==> src/include/arm_pkg.sv <==
// Constants for the alarm relay and mode controller: register map, field layout, timing.
// Assumes a 20 MHz system clock and a 32-bit APB register bus.
package arm_pkg;
    // ==========================================================
    // Timing
    localparam int unsigned CLK_HZ          = 20_000_000;
    localparam int unsigned DELAY_MAX_S     = 60;
    localparam int unsigned BASELINE_MIN    = 5;
    localparam int unsigned ACCL_LEARN_H    = 24;
    localparam int unsigned ACCL_WINDOW_H   = 1;
    localparam int unsigned SEC_PER_MIN     = 60;
    localparam int unsigned SEC_PER_HOUR    = 3600;
    localparam int unsigned TICK_CYC        = CLK_HZ;
    localparam int unsigned BASELINE_SEC    = BASELINE_MIN * SEC_PER_MIN;
    localparam int unsigned ACCL_LEARN_SEC  = ACCL_LEARN_H * SEC_PER_HOUR;
    localparam int unsigned ACCL_WINDOW_SEC = ACCL_WINDOW_H * SEC_PER_HOUR;
    // ==========================================================
    // Thresholds in units of 0.00005 %obs/m.
    localparam logic [19:0] THR_ALERT_RST   = 20'h0_0318;
    localparam logic [19:0] THR_FIRE1_RST   = 20'h0_4074;
    localparam logic [19:0] THR_FIRE2_RST   = 20'h0_80E8;
    localparam logic [19:0] THR_MIN         = 20'h0_0013;
    localparam logic [19:0] THR_MAX         = 20'h6_1A80;
    // ==========================================================
    // Log capacities and trend limits.
    localparam logic [15:0] EVT_LOG_MAX     = 16'h4650;
    localparam logic [15:0] MSG_LOG_MAX     = 16'h012C;
    localparam logic [7:0]  TREND_MIN       = 8'h01;
    localparam logic [7:0]  TREND_MAX_MIN   = 8'h3C;
    localparam logic [7:0]  TREND_MAX_HOUR  = 8'h18;
    // ==========================================================
    // Register byte offsets.
    localparam logic [7:0] REG_CTRL    = 8'h00;
    localparam logic [7:0] REG_CMD     = 8'h04;
    localparam logic [7:0] REG_STATUS  = 8'h08;
    localparam logic [7:0] REG_PART    = 8'h0C;
    localparam logic [7:0] REG_THR0    = 8'h10;
    localparam logic [7:0] REG_DLY0    = 8'h20;
    localparam logic [7:0] REG_HI0     = 8'h30;
    localparam logic [7:0] REG_ACC0    = 8'h40;
    localparam logic [7:0] REG_CFGSTG  = 8'h50;
    localparam logic [7:0] REG_CFGCMT  = 8'h54;
    localparam logic [7:0] REG_LOGCNT  = 8'h58;
    localparam logic [7:0] REG_MSGCNT  = 8'h5C;
    localparam logic [7:0] REG_TREND   = 8'h60;
    // ==========================================================
    // CTRL bits.
    localparam int unsigned CTL_LATCH0  = 0;
    localparam int unsigned CTL_ALMTONE = 3;
    localparam int unsigned CTL_FLTTONE = 4;
    localparam int unsigned CTL_DNW     = 5;
    localparam int unsigned CTL_ACCL    = 6;
    // CMD bits (write one to request).
    localparam int unsigned CMD_RESET   = 0;
    localparam int unsigned CMD_TEST    = 1;
    localparam int unsigned CMD_ISOL    = 2;
    localparam int unsigned CMD_BASE    = 3;
    localparam int unsigned CMD_EVTLOG  = 4;
    localparam int unsigned CMD_MSGLOG  = 5;
    localparam int unsigned CMD_CFGFLT  = 6;
    typedef enum logic [2:0] {
        ARM_NORMAL,
        ARM_TEST,
        ARM_ISOLATE,
        ARM_DISABLE
    } arm_mode_e;
endpackage

==> src/logic/arm_ctrl.sv <==
// Alarm relay and operating mode controller of an aspirating smoke detector.
// Assumes a 20 MHz clock, APB master for configuration, and synchronous keypad and monitor inputs.
// Summary of operation
// - Three alarm levels each light an indicator and drive a relay at or above threshold.
// - Each level selects latching or non-latching relay behaviour.
// - Each level waits its own delay, zero to sixty seconds, before asserting.
// - Default thresholds alert 0.0396, fire1 0.825, fire2 1.65; range clamped.
// - Alarm and fault sounder tones independently pulsed or continuous.
// - A staged threshold applies only on a commit that finds it in range.
// - Interrupted upload restarts on old config with one-shot config fault.
// - Any fault in normal mode lights fault indicator, code and fault relay.
// - Test mode lights all bars and alarms, relays follow programmed delays.
// - Test mode exits only through reset or the disable key.
// - Reset drops all relays, returns to normal except from disable, standing conditions reassert.
// - Baseline reset discards baselines and runs a five-minute period.
// - Isolate only from normal; isolate relay on, alarm and fault relays frozen off.
// - Disable only locally; isolate relay, disable fault, fan off, displays blank.
// - Disable persists until explicit exit; communication stays active.
// - Day, night and weekend threshold sets selected by time and weekday.
// - Acclimate monitors 24 hours, then steps one unit an hour from insensitive bound to the other limit; hour peak zeroed before compare.
// - Equal acclimate limits give a static level; current levels readable.
// - Event log counts up to 18000 entries.
// - Trend interval 1 to 60 minutes or 1 to 24 hours.
// - Message log holds up to 300 messages.
// - Monitor open sets monitor fault and fault relay; short performs reset.
//
// Design decisions made here: the register offsets and register access over APB.
`timescale 1ns/100ps
`default_nettype none
module arm_ctrl
    import arm_pkg::*;
#(
    parameter int unsigned TICK       = TICK_CYC,
    parameter int unsigned BASE_SEC   = BASELINE_SEC,
    parameter int unsigned LEARN_SEC  = ACCL_LEARN_SEC,
    parameter int unsigned WIN_SEC    = ACCL_WINDOW_SEC
) (
    input  wire logic        clock_i,
    input  wire logic        arst_n_i,
    input  wire logic        psel_i,
    input  wire logic        penable_i,
    input  wire logic        pwrite_i,
    input  wire logic [7:0]  paddr_i,
    input  wire logic [31:0] pwdata_i,
    output logic      [31:0] prdata_o,
    output logic             pready_o,
    output logic             pslverr_o,
    input  wire logic [19:0] particulate_i,
    input  wire logic        fault_i,
    input  wire logic [3:0]  fault_code_i,
    input  wire logic        cfg_upload_lost_i,
    input  wire logic        key_reset_i,
    input  wire logic        key_test_i,
    input  wire logic        key_isolate_i,
    input  wire logic        key_disable_i,
    input  wire logic        key_enable_i,
    input  wire logic        key_baseline_i,
    input  wire logic        night_i,
    input  wire logic        weekend_i,
    input  wire logic        mon_open_i,
    input  wire logic        mon_short_i,
    output logic      [2:0]  alarm_relay_o,
    output logic      [2:0]  alarm_led_o,
    output logic      [9:0]  bar_led_o,
    output logic             fault_relay_o,
    output logic             fault_led_o,
    output logic      [3:0]  fault_code_o,
    output logic             mon_fault_led_o,
    output logic             isolate_relay_o,
    output logic             isolate_led_o,
    output logic             disable_fault_o,
    output logic             fan_on_o,
    output logic             airflow_disp_o,
    output logic             baseline_busy_o,
    output logic             baseline_clear_o,
    output logic             sounder_o
);
    // ==========================================================
    // Registers
    arm_mode_e   mode_ff;
    logic [31:0] ctrl_ff;
    logic [19:0] thr_ff  [3][3];
    logic [19:0] hi_ff   [3];
    logic [19:0] acc_ff  [3];
    logic [19:0] stg_ff;
    logic [5:0]  dly_ff  [3];
    logic [19:0] peak_ff [3];
    logic [5:0]  dcnt_ff [3];
    logic [2:0]  alarm_ff;
    logic [24:0] tick_ff;
    logic        sec_ff;
    logic [16:0] learn_ff;
    logic [12:0] win_ff;
    logic [8:0]  base_ff;
    logic        cfgflt_ff;
    logic [15:0] evt_ff;
    logic [15:0] msg_ff;
    logic [8:0]  trend_ff;
    logic [23:0] pulse_ff;
    logic [31:0] prdata_ff;
    logic        pready_ff;
    logic [2:0]  relay_ff;
    logic [2:0]  aled_ff;
    logic [9:0]  bar_ff;
    logic        frel_ff;
    logic        fled_ff;
    logic [3:0]  fcode_ff;
    logic        mled_ff;
    logic        isol_ff;
    logic        dis_ff;
    logic        base_clr_ff;
    logic        snd_ff;
    function automatic logic [19:0] clamp_thr(input logic [19:0] v);
        return (v < THR_MIN) ? THR_MIN : ((v > THR_MAX) ? THR_MAX : v);
    endfunction
    // ==========================================================
    // APB decode
    wire        acc      = psel_i & penable_i & ~pready_ff;
    wire        wr       = acc & pwrite_i;
    wire [1:0]  dl       = paddr_i[3:2];
    wire        wr_ctrl  = wr && paddr_i == REG_CTRL;
    wire        wr_cmd   = wr && paddr_i == REG_CMD;
    // The direct threshold window reaches the day set only; night and weekend go through the commit.
    wire        wr_thr   = wr && paddr_i >= REG_THR0 && paddr_i < REG_DLY0 && dl != 2'd3;
    wire        wr_dly   = wr && paddr_i >= REG_DLY0 && paddr_i < REG_HI0 && dl != 2'd3;
    wire        wr_hi    = wr && paddr_i >= REG_HI0 && paddr_i < REG_ACC0 && dl != 2'd3;
    wire        wr_stg   = wr && paddr_i == REG_CFGSTG;
    wire        wr_cmt   = wr && paddr_i == REG_CFGCMT;
    wire        wr_trend = wr && paddr_i == REG_TREND;
    wire        trend_ok = pwdata_i[8] ? (pwdata_i[7:0] >= TREND_MIN && pwdata_i[7:0] <= TREND_MAX_HOUR)
                                       : (pwdata_i[7:0] >= TREND_MIN && pwdata_i[7:0] <= TREND_MAX_MIN);
    wire        cmt_ok   = wr_cmt && pwdata_i[1:0] != 2'b11 && stg_ff >= THR_MIN && stg_ff <= THR_MAX;
    // ==========================================================
    // Requests and mode priority
    // keypad, monitor short or remote reset
    wire        do_reset = key_reset_i | mon_short_i | (wr_cmd & pwdata_i[CMD_RESET]);
    wire        req_test = key_test_i | (wr_cmd & pwdata_i[CMD_TEST]);
    wire        req_isol = key_isolate_i | (wr_cmd & pwdata_i[CMD_ISOL]);
    wire        is_dis   = mode_ff == ARM_DISABLE;
    wire        is_norm  = mode_ff == ARM_NORMAL;
    arm_mode_e  nxt_mode;
    assign nxt_mode = is_dis ? (key_enable_i ? ARM_NORMAL : ARM_DISABLE)
                    : key_disable_i ? ARM_DISABLE
                    : do_reset ? ARM_NORMAL
                    : (is_norm & req_isol) ? ARM_ISOLATE
                    : (is_norm & req_test) ? ARM_TEST
                    : mode_ff;
    // ==========================================================
    // Thresholds in use
    wire [1:0]  tset     = ctrl_ff[CTL_DNW] ? (weekend_i ? 2'd2 : (night_i ? 2'd1 : 2'd0)) : 2'd0;
    wire        learned  = learn_ff == 17'(LEARN_SEC);
    logic [2:0] over;
    for (genvar g = 0; g < 3; g++) begin : g_lvl
        wire [19:0] thr = (ctrl_ff[CTL_ACCL] && learned) ? acc_ff[g] : thr_ff[tset][g];
        assign over[g] = (ctrl_ff[CTL_ACCL] && !learned) ? 1'b0 : particulate_i >= thr;
    end
    wire        test_m   = mode_ff == ARM_TEST;
    wire        reld     = is_norm | test_m;
    wire        any_flt  = fault_i | cfgflt_ff | mon_open_i;
    // ==========================================================
    // Sequential
    always_ff @(posedge clock_i or negedge arst_n_i) begin
        if (!arst_n_i) begin
            mode_ff   <= ARM_NORMAL;
            ctrl_ff   <= '0;
            stg_ff    <= '0;
            tick_ff   <= '0;
            sec_ff    <= 1'b0;
            learn_ff  <= '0;
            win_ff    <= '0;
            base_ff   <= '0;
            cfgflt_ff <= 1'b0;
            evt_ff    <= '0;
            msg_ff    <= '0;
            trend_ff  <= 9'h001;
            pulse_ff  <= '0;
            alarm_ff  <= '0;
            prdata_ff <= '0;
            pready_ff <= 1'b0;
            for (int i = 0; i < 3; i++) begin
                for (int s = 0; s < 3; s++) begin
                    thr_ff[s][i] <= (i == 0) ? THR_ALERT_RST : ((i == 1) ? THR_FIRE1_RST : THR_FIRE2_RST);
                end
                hi_ff[i]   <= (i == 0) ? THR_ALERT_RST : ((i == 1) ? THR_FIRE1_RST : THR_FIRE2_RST);
                acc_ff[i]  <= (i == 0) ? THR_ALERT_RST : ((i == 1) ? THR_FIRE1_RST : THR_FIRE2_RST);
                peak_ff[i] <= '0;
                dly_ff[i]  <= '0;
                dcnt_ff[i] <= '0;
            end
        end else begin
            mode_ff   <= nxt_mode;
            pready_ff <= acc;
            tick_ff   <= (tick_ff == 25'(TICK - 1)) ? '0 : tick_ff + 25'd1;
            sec_ff    <= tick_ff == 25'(TICK - 1);
            pulse_ff  <= pulse_ff + 24'd1;
            if (wr_ctrl) ctrl_ff <= pwdata_i;
            if (wr_stg) stg_ff <= pwdata_i[19:0];
            if (wr_trend && trend_ok) trend_ff <= pwdata_i[8:0];
            if (wr_thr) thr_ff[0][dl] <= clamp_thr(pwdata_i[19:0]);
            if (wr_dly) dly_ff[dl] <= (pwdata_i[5:0] > 6'(DELAY_MAX_S)) ? 6'(DELAY_MAX_S) : pwdata_i[5:0];
            if (wr_hi) hi_ff[dl] <= clamp_thr(pwdata_i[19:0]);
            if (cmt_ok) thr_ff[pwdata_i[3:2]][pwdata_i[1:0]] <= stg_ff;
            if (cfg_upload_lost_i) cfgflt_ff <= 1'b1;
            else if (do_reset || (wr_cmd && pwdata_i[CMD_CFGFLT])) cfgflt_ff <= 1'b0;
            if (key_baseline_i || (wr_cmd && pwdata_i[CMD_BASE])) base_ff <= 9'(BASE_SEC);
            else if (sec_ff && base_ff != '0) base_ff <= base_ff - 9'd1;
            if (wr_cmd && pwdata_i[CMD_EVTLOG] && evt_ff < EVT_LOG_MAX) evt_ff <= evt_ff + 16'd1;
            if (wr_cmd && pwdata_i[CMD_MSGLOG] && msg_ff < MSG_LOG_MAX) msg_ff <= msg_ff + 16'd1;
            if (!ctrl_ff[CTL_ACCL]) begin
                learn_ff <= '0;
                win_ff   <= '0;
            end else if (sec_ff && !learned) begin
                learn_ff <= learn_ff + 17'd1;
            end else if (sec_ff) begin
                win_ff <= (win_ff == 13'(WIN_SEC - 1)) ? '0 : win_ff + 13'd1;
            end
            for (int i = 0; i < 3; i++) begin
                if (!learned || win_ff == 13'(WIN_SEC - 1)) begin
                    peak_ff[i] <= '0;
                end else if (particulate_i > peak_ff[i]) begin
                    peak_ff[i] <= particulate_i;
                end
                if (!learned) begin
                    acc_ff[i] <= thr_ff[0][i];
                end else if (sec_ff && win_ff == 13'(WIN_SEC - 1)) begin
                    acc_ff[i] <= (peak_ff[i] >= acc_ff[i]) ? thr_ff[0][i]
                               : ((acc_ff[i] > hi_ff[i]) ? acc_ff[i] - 20'd1 : hi_ff[i]);
                end
                if (do_reset || !(over[i] || test_m)) begin
                    dcnt_ff[i] <= '0;
                end else if (sec_ff && dcnt_ff[i] != dly_ff[i]) begin
                    dcnt_ff[i] <= dcnt_ff[i] + 6'd1;
                end
                if (do_reset) begin
                    alarm_ff[i] <= 1'b0;
                end else if ((over[i] || test_m) && dcnt_ff[i] == dly_ff[i]) begin
                    alarm_ff[i] <= 1'b1;
                end else if (!over[i] && !test_m && !ctrl_ff[CTL_LATCH0 + i]) begin
                    alarm_ff[i] <= 1'b0;
                end
            end
            if (acc) begin
                if (paddr_i == REG_CTRL) prdata_ff <= ctrl_ff;
                else if (paddr_i == REG_STATUS) prdata_ff <= {16'h0, learned, base_ff != '0, cfgflt_ff,
                                                              mon_open_i, alarm_ff, any_flt, 5'h0, 3'(mode_ff)};
                else if (paddr_i == REG_PART) prdata_ff <= {12'h0, particulate_i};
                else if (paddr_i >= REG_THR0 && paddr_i < REG_DLY0 && dl != 2'd3)
                    prdata_ff <= {12'h0, thr_ff[0][dl]};
                else if (paddr_i >= REG_DLY0 && paddr_i < REG_HI0 && dl != 2'd3)
                    prdata_ff <= {26'h0, dly_ff[dl]};
                else if (paddr_i >= REG_HI0 && paddr_i < REG_ACC0 && dl != 2'd3)
                    prdata_ff <= {12'h0, hi_ff[dl]};
                else if (paddr_i >= REG_ACC0 && paddr_i < REG_CFGSTG && dl != 2'd3)
                    prdata_ff <= {12'h0, acc_ff[dl]};
                else if (paddr_i == REG_CFGSTG) prdata_ff <= {12'h0, stg_ff};
                else if (paddr_i == REG_LOGCNT) prdata_ff <= {16'h0, evt_ff};
                else if (paddr_i == REG_MSGCNT) prdata_ff <= {16'h0, msg_ff};
                else if (paddr_i == REG_TREND) prdata_ff <= {23'h0, trend_ff};
                else prdata_ff <= '0;
            end
        end
    end
    // ==========================================================
    // Outputs
    // relays frozen
    wire [2:0]  nxt_relay  = (do_reset || !reld) ? 3'b000 : alarm_ff;
    wire        nxt_frel   = !do_reset && is_norm && any_flt;
    wire        tone_sel   = (|alarm_ff) ? ctrl_ff[CTL_ALMTONE] : ctrl_ff[CTL_FLTTONE];
    wire        nxt_snd    = (!is_dis && ((|alarm_ff) || any_flt)) && (tone_sel ? 1'b1 : pulse_ff[23]);
    always_ff @(posedge clock_i or negedge arst_n_i) begin
        if (!arst_n_i) begin
            relay_ff    <= '0;
            aled_ff     <= '0;
            bar_ff      <= '0;
            frel_ff     <= 1'b0;
            fled_ff     <= 1'b0;
            fcode_ff    <= '0;
            mled_ff     <= 1'b0;
            isol_ff     <= 1'b0;
            dis_ff      <= 1'b0;
            base_clr_ff <= 1'b0;
            snd_ff      <= 1'b0;
        end else begin
            relay_ff    <= nxt_relay;
            aled_ff     <= is_dis ? 3'b000 : (test_m ? 3'b111 : alarm_ff);
            bar_ff      <= is_dis ? 10'h000 : (test_m ? 10'h3FF : {10{1'b0}} | 10'(particulate_i[19:10]));
            frel_ff     <= nxt_frel;
            fled_ff     <= any_flt | is_dis;
            fcode_ff    <= cfgflt_ff ? 4'hE : (mon_open_i ? 4'hD : fault_code_i);
            mled_ff     <= mon_open_i;
            isol_ff     <= mode_ff == ARM_ISOLATE || is_dis;
            dis_ff      <= is_dis;
            base_clr_ff <= key_baseline_i || (wr_cmd && pwdata_i[CMD_BASE]);
            snd_ff      <= nxt_snd;
        end
    end
    assign prdata_o         = prdata_ff;
    assign pready_o         = pready_ff;
    assign pslverr_o        = 1'b0;
    assign alarm_relay_o    = relay_ff;
    assign alarm_led_o      = aled_ff;
    assign bar_led_o        = bar_ff;
    assign fault_relay_o    = frel_ff;
    assign fault_led_o      = fled_ff;
    assign fault_code_o     = fcode_ff;
    assign mon_fault_led_o  = mled_ff;
    assign isolate_relay_o  = isol_ff;
    assign isolate_led_o    = isol_ff;
    assign disable_fault_o  = dis_ff;
    assign fan_on_o         = ~dis_ff;
    assign airflow_disp_o   = ~dis_ff;
    assign baseline_busy_o  = |base_ff;
    assign baseline_clear_o = base_clr_ff;
    assign sounder_o        = snd_ff;
endmodule
`default_nettype wire

==> config.mk <==
export PLATFORM = sky130hd
export DESIGN_NAME = arm_ctrl
export DESIGN_NICKNAME = d
export VERILOG_FILES = /design/src/include/arm_pkg.sv /design/src/logic/arm_ctrl.sv
export SDC_FILE = /design/constraint.sdc
export NUM_CORES = 2
export LEC_CHECK = 0
export BUFFER_PORTS_ARGS = -buffer_cell sky130_fd_sc_hd__buf_2
export CORE_MARGIN = 4
export CORE_UTILIZATION = 30
export CTS_CLUSTER_DIAMETER = 150
export DETAILED_ROUTE_END_ITERATION = 10
export MAX_ROUTING_LAYER = met4
export PLACE_DENSITY = 0.56
export SLEW_MARGIN = 20
export SYNTH_ARGS = -nofsm -noshare
export SYNTH_HDL_FRONTEND = slang
export SYNTH_SLANG_ARGS = --single-unit
==> constraint.sdc <==
create_clock -name clock_i -period 4.1 [get_ports clock_i]
set_clock_uncertainty 0.15 [all_clocks]
set_input_delay 1.025 -clock clock_i [delete_from_list [all_inputs] [get_ports clock_i]]
set_output_delay 1.025 -clock clock_i [all_outputs]
set_load 0.01 [all_outputs]
==> Word-level counts from Yosys, hierarchy flattened <==
Index checks and enable logic that the tools add are counted.
{ "totals": {"out_inout_bits": 65, "in_bits": 81, "ff_bits": 645} }
{ "classes": {"n_bitwise": 22, "order_cmp": 37, "addsub": 13, "muxes": 112, "n_eq_ne": 26, "reduce_logical": 102} }
{ "ops": {"columns": ["cell", "count"], "rows": [
  ["2-to-1 mux 20 bit", 38],
  ["2-to-1 mux 60 bit", 4],
  ["bitwise mux 180 bit", 1],
  ["2-to-1 mux 180 bit", 1],
  ["binary-select mux 20 bit (select 2 bit)", 3],
  ["binary-select mux 60 bit (select 2 bit)", 1],
  ["bitwise mux 60 bit", 2],
  ["demux 60 bit (select 2 bit)", 1],
  ["greater-or-equal comparator 20 bit", 6],
  ["greater-than comparator 20 bit", 6],
  ["demux 20 bit (select 2 bit)", 2],
  ["2-to-1 mux 6 bit", 10],
  ["subtractor 20 x 1 -> 20 bit, second input constant", 3],
  ["logical AND 1 bit", 58],
  ["2-to-1 mux 13 bit", 4],
  ["== test 8 x 7 -> 1 bit, second input constant", 5],
  ["2-to-1 mux 17 bit", 2],
  ["adder 16 x 1 -> 16 bit, second input constant", 2],
  ["2-to-1 mux 16 bit", 2],
  ["2-to-1 mux 32 bit", 1],
  ["2-to-1 mux 9 bit", 3],
  ["adder 25 x 1 -> 25 bit, second input constant", 1],
  ["== test 25 bit, second input constant", 1],
  ["2-to-1 mux 25 bit", 1],
  ["55 further kinds", 154]
]} }

==> Logic depth before layout (Yosys ltp) <==
{ "logic_depth": {"depth_word": 16, "mapped_depth": 19} }

==> Worst setup path before layout <==
Ideal clock, no wire load.
{ "synth_path": {"kind": "in2reg", "from": "in night_i", "to": "reg dcnt_ff[12] (netlist name)", "path_stages": 17, "n_path_buf": 4, "setup_slack_ns": -0.564, "arrival_time_ns": 4.378, "path_cell_list": "clkbuf_1 > nor2b_1 > clkbuf_1 > nand2_1 > clkbuf_1 > buf_1 > mux2i_1 > a211oi_1 > a21oi_1 > ha_1 > a21o_1 > a21o_1 > a211o_1 > a21oi_1 > o21bai_1 > a21oi_1 > nor3_1"} }
{ "synth_via": {"elab_chain_cells": 14} }
{ "synth_rtl": {"columns": ["item", "line", "rtl"], "rows": [
  ["start, declared", "arm_ctrl.sv:58", "input wire logic night_i,"],
  ["2-to-1 mux 1 bit (*)", "arm_ctrl.sv:150", "wire [1:0] tset = ctrl_ff[CTL_DNW] ? (weekend_i ? 2'd2 : (night_i ? 2'd1 : 2'd0)) : 2'd0;"],
  ["2-to-1 mux 2 bit (*) (2 in a row)", "arm_ctrl.sv:150", null],
  ["inverter 2 -> 3 bit (not written as such) (*)", "arm_ctrl.sv:154", "wire [19:0] thr = (ctrl_ff[CTL_ACCL] && learned) ? acc_ff[g] : thr_ff[tset][g];"],
  ["binary-select mux 60 bit (select 2 bit) (*)", "arm_ctrl.sv:154", null],
  ["2-to-1 mux 60 bit (*) (2 in a row)", null, null],
  ["2-to-1 mux 20 bit (*)", "arm_ctrl.sv:154", null],
  ["greater-or-equal comparator 20 bit (*)", "arm_ctrl.sv:155", "assign over[g] = (ctrl_ff[CTL_ACCL] && !learned) ? 1'b0 : particulate_i >= thr;"],
  ["2-to-1 mux 1 bit (*)", "arm_ctrl.sv:155", null],
  ["logical OR 1 bit (*)", "arm_ctrl.sv:229", "if (do_reset || !(over[i] || test_m)) begin"],
  ["zero test 1 bit (*)", "arm_ctrl.sv:229", null],
  ["logical OR 1 bit (*)", "arm_ctrl.sv:229", null],
  ["2-to-1 mux 6 bit / nonzero test 2 bit (equally long branches)", null, null],
  ["end signal, assigned by index", "arm_ctrl.sv:232", "dcnt_ff[i] <= dcnt_ff[i] + 6'd1;"],
  ["end, declared", "arm_ctrl.sv:88", "logic [5:0] dcnt_ff [3];"]
]} }
Every way passes the cells marked *; elsewhere a longest branch is shown, timed or not. The select of a mux whose other input is x is not followed.
A chain may end at the register's enable or synchronous reset.

==> Worst setup path in the final report <==
{ "layout_path": {"from": "reg learn_ff[9]", "to": "reg dcnt_ff[11] (netlist name)"} }
{ "layout_via": {"elab_chain_cells": 9} }
{ "layout_rtl": {"columns": ["item", "line", "rtl"], "rows": [
  ["start, declared", "arm_ctrl.sv:92", "logic [16:0] learn_ff;"],
  ["start signal, assigned", "arm_ctrl.sv:213", "learn_ff <= learn_ff + 17'd1;"],
  ["== test 17 bit (*)", "arm_ctrl.sv:151", "wire learned = learn_ff == 17'(LEARN_SEC);"],
  ["logical AND 1 bit", "arm_ctrl.sv:154", null],
  ["2-to-1 mux 20 bit", "arm_ctrl.sv:154", null],
  ["greater-or-equal comparator 20 bit", "arm_ctrl.sv:155", null],
  ["2-to-1 mux 1 bit (*)", "arm_ctrl.sv:155", null],
  ["logical OR 1 bit (*)", "arm_ctrl.sv:229", null],
  ["zero test 1 bit (*)", "arm_ctrl.sv:229", null],
  ["logical OR 1 bit (*)", "arm_ctrl.sv:229", null],
  ["2-to-1 mux 6 bit / nonzero test 2 bit (equally long branches)", null, null]
]} }
Every way passes the cells marked *; elsewhere a longest branch is shown, timed or not.

==> impl_metrics.py <==
metrics = {
    "detailed_routing": {
        "drc": 0,
        "detail-route-antenna-nets": 0,
        "drt_iter0_markers": 3348,
        "dr.pass1.iters": 8,
        "totalWireLength_mm": 159,
        "routed_via_density": 5.52,
        "wl_per_cell_um": 26.0,
        "dr_total_vias": 33806,
    },
    "min_path": {
        "holdPathStages": 0,
        "holdCritStartpoint": "msg_ff[11]$_DFFE_PN0P_",
        "min_to": "msg_ff[11]$_DFFE_PN0P_",
        "hold_path.class": "reg -> reg",
    },
    "placement": {
        "placed_cell_area_um2": 43100,
        "port_buffers": 144,
        "hpwl_mm": 120,
        "place_congestion": 0.993,
    },
    "worst_setup_path": {
        "r2r_cells": 16,
        "cp.arrival_ns": 4.34,
        "start_kind": "flop",
        "timing.rr.start": "learn_ff[9]$_DFFE_PN0P_",
        "critPathKind": "reg -> reg",
        "r2r_slack_ns": 0.16,
        "worstPathRequired_ns": 4.50,
        "crit_path_frequent_cell": "buf_4",
        "path_cells": "nor4bb_1 -> buf_4 -> and4_4 -> nand2_1 -> buf_4 -> o211ai_1 -> o21ai_1 -> ha_1 -> nand2b_1 -> a21o_1 -> a211oi_2 -> o31ai_2 -> a211o_1 -> o211ai_1 -> buf_4 -> nor2_1",
        "path_max_fanout": 10,
        "critical_path.slowest_cell": "a211o_1",
        "timing.rr.end": "dcnt_ff[11]$_DFFE_PN0P_",
        "slowest_delay_ns": 0.43,
        "cp-end-kind": "flop",
    },
    "sta": {
        "period_share_pct": 96.2,
        "slew_headroom_pct": 7.47,
        "setup_violations": 0,
        "setup_tns_ns": 0,
        "slew_viol_final": 0,
        "finalHoldViolations": 0,
        "max_freq_ghz": 0.254,
        "tightestPinTransition_ns": 1.39,
        "min_period_ns": 3.94,
    },
    "clocking": {
        "tritoncts": "done",
        "numCtsBuffers": 79,
        "h-tree-depth": 3,
        "clock_path_buffers": 3,
        "cts_root_buf": "clkbuf_16",
        "path_clk_slew_ns": 0.06,
        "clkSinkCount": 644,
        "insertion_delay_ns": 0.67,
    },
    "pwr": {
        "leakage_uw": 0.0208,
        "p_total_uw": 15900,
        "ir_drop_mv": 0.277,
        "pwr_density_cell_nw_per_um2": 348,
    },
    "floorplanning": {
        "die_area_um2": 135000,
        "initial_core_util_pct": 30.3,
        "io_pins": 146,
        "die_h_um": 368,
        "fp-row-count": 131,
        "core_um2": 128000,
        "die_w_um": 368,
    },
    "synthesis": {
        "ys_warn_count": 0,
        "synth.area.top_cells": "dfrtp_1 (37%), ha_1 (8.2%), mux2_2 (6.0%), mux2i_1 (4.8%), dfstp_2 (4.8%)",
        "synth_edf_count": 0,
        "ys_seq_elements": 644,
        "syn-cell-area_um2": 38800,
        "syn_inst": 4092,
        "syn-num-nets": 4427,
        "synth.distinct_cells": 77,
        "synthTopCellsByCount": "dfrtp_1 (573), nand2_1 (366), o21ai_0 (277), ha_1 (254), nor2_1 (250)",
        "synth.most_common_cell": "dfrtp_1",
        "synth_top_area_cell": "dfrtp_1",
        "synth_flop_cell": "dfrtp_1",
        "synth.top_cell.area_share_pct": 36.9,
        "async_reset_ff_share_pct": 100,
        "synth_seq_area_share_pct": 41.7,
        "syn_area_per_cell_um2": 9.49,
    },
    "finish": {
        "multi_input_area_um2": 20900,
        "design_area_um2": 45700,
        "post-route-util_pct": 35.7,
        "drive_gt1_share_pct": 19.4,
        "regArea_um2": 16200,
        "area_growth_pct": 17.8,
        "finalNetCount": 4657,
        "fill_cells": 12980,
    },
    "run_status": {
        "status": "complete, no violations",
    },
    "global_route": {
        "grt_pass1_vias": 32629,
        "grt_first_pass_wirelength_mm": 231,
        "grt_usage_pct": 23.6,
        "antenna_found_initial": 15,
        "grt_max_degree": 76,
        "grt.overflow.total": 0,
    },
    "run": {
        "maxCapViolCount": 0,
    },
}
[cells by family after synthesis]
family          synth area share [%]
compound gates                  15.9
xor+xnor                        3.77
fa+ha+maj                       8.19
buf+inv                         4.78
flops                           41.7
mux                             10.8
other cells                  0.00966
simple gates                    14.8
[repair_timing]
item,in CTS,in global routing
gates resized for setup,1,9
gates cloned,0,0
buffers inserted,0,2
endpoints found under the setup margin,14,21
hold buffers,0,0
pin swaps,0,5
[cell type report]
class	instances	share of cell area [%]
Multi-Input combinational cell	2959	45.7
Sequential cell	644	35.4
Timing Repair Buffer	403	6.54
Clock buffer	106	4.87
Tap cell	1729	4.73
Inverter	235	1.93
Clock inverter	36	0.752
Antenna cell	11	0.0602
[state kept, by name (all words and copies together) (netlist names), 10 cells and up]
name       cells
peak_ff       60
prdata_o      32
bar_led_o     10
tick_ff       25
learn_ff      17
ctrl_ff       32
dly_ff        18
thr_ff       180
acc_ff        60
win_ff        13
dcnt_ff       18
msg_ff        16
pulse_ff      24
stg_ff        20
hi_ff         60
evt_ff        16
[worst max-delay path, delay by kind of cell (launching register included)]
family / cells / cell delay [ns]
compound gates: 7 / 1.56
simple gates: 5 / 0.88
fa+ha+maj: 1 / 0.28
buf+inv: 3 / 0.56
flops: 1 / 0.40
[layout by cell type, fill, tap and decap left out, types with 15 or more instances in the layout]
master	count
dfrtp_1	573
nand2_1	363
o21ai_0	275
ha_1	254
nor2_1	250
buf_4	235
inv_1	234
a21oi_1	224
mux2_2	207
mux2i_1	187
buf_2	142
nand3_1	137
xnor2_1	120
clkbuf_16	79
a211oi_1	73
nor3_1	71
dfstp_2	71
o211ai_1	70
and3_1	62
nand4_1	62
a21o_1	58
xor2_1	47
o21a_1	47
and2_1	37
nor4_1	30
o22ai_1	28
buf_12	25
nand3b_1	24
nand2b_1	22
a22oi_1	22
nor2b_1	21
a31oi_1	21
a221oi_1	21
a2bb2oi_1	19
and4_1	16
a221o_1	15
or3_1	15
clkbuf_8	15
clkinv_2	15
[worst max-delay path by stage]
stage               depth (start not counted)               startpoint                       to  slack (ns)
finish                                     16  learn_ff[9]$_DFFE_PN0P_  dcnt_ff[11]$_DFFE_PN0P_        0.16
global route                               17  learn_ff[1]$_DFFE_PN0P_  dcnt_ff[10]$_DFFE_PN0P_       -0.01
CTS                                        17  learn_ff[0]$_DFFE_PN0P_   dcnt_ff[6]$_DFFE_PN0P_        0.02
detailed placement                         16                  night_i   dcnt_ff[5]$_DFFE_PN0P_       -0.28
global placement                           16                  night_i   dcnt_ff[5]$_DFFE_PN0P_       -0.25
floorplan                                  17                  night_i  alarm_ff[0]$_DFFE_PN0P_        0.01
[stage by stage]
step / cells / hold slack [ns] / worst slack [ns]
after floorplan: 4092 / 0.288 / 0.0110
after global placement: 5968 / 0.243 / -0.246
after detailed placement: 5968 / 0.243 / -0.282
after CTS: 6110 / 0.257 / 0.0219
after global routing: 6120 / 0.271 / -0.00975
final: 6123 / 0.256 / 0.156
[power breakdown]
group	total [uW]	switching [uW]	internal, uW
clock network	7060	3020	4040
logic	2070	1330	742
registers	6750	221	6530
[layer usage]
| metal | vias up | global-route usage, % | share of wire (%) |
|---|---|---|---|
| met5 | - | - | 0 |
| met1 | 16921 | 31.8 | 44 |
| met2 | 1365 | 34.5 | 43 |
| li1 | 15206 | - | - |
| met3 | 314 | 4.10 | 7.4 |
| met4 | 0 | 11.0 | 5.4 |
Note: power is estimated with default switching activity, not from simulation.
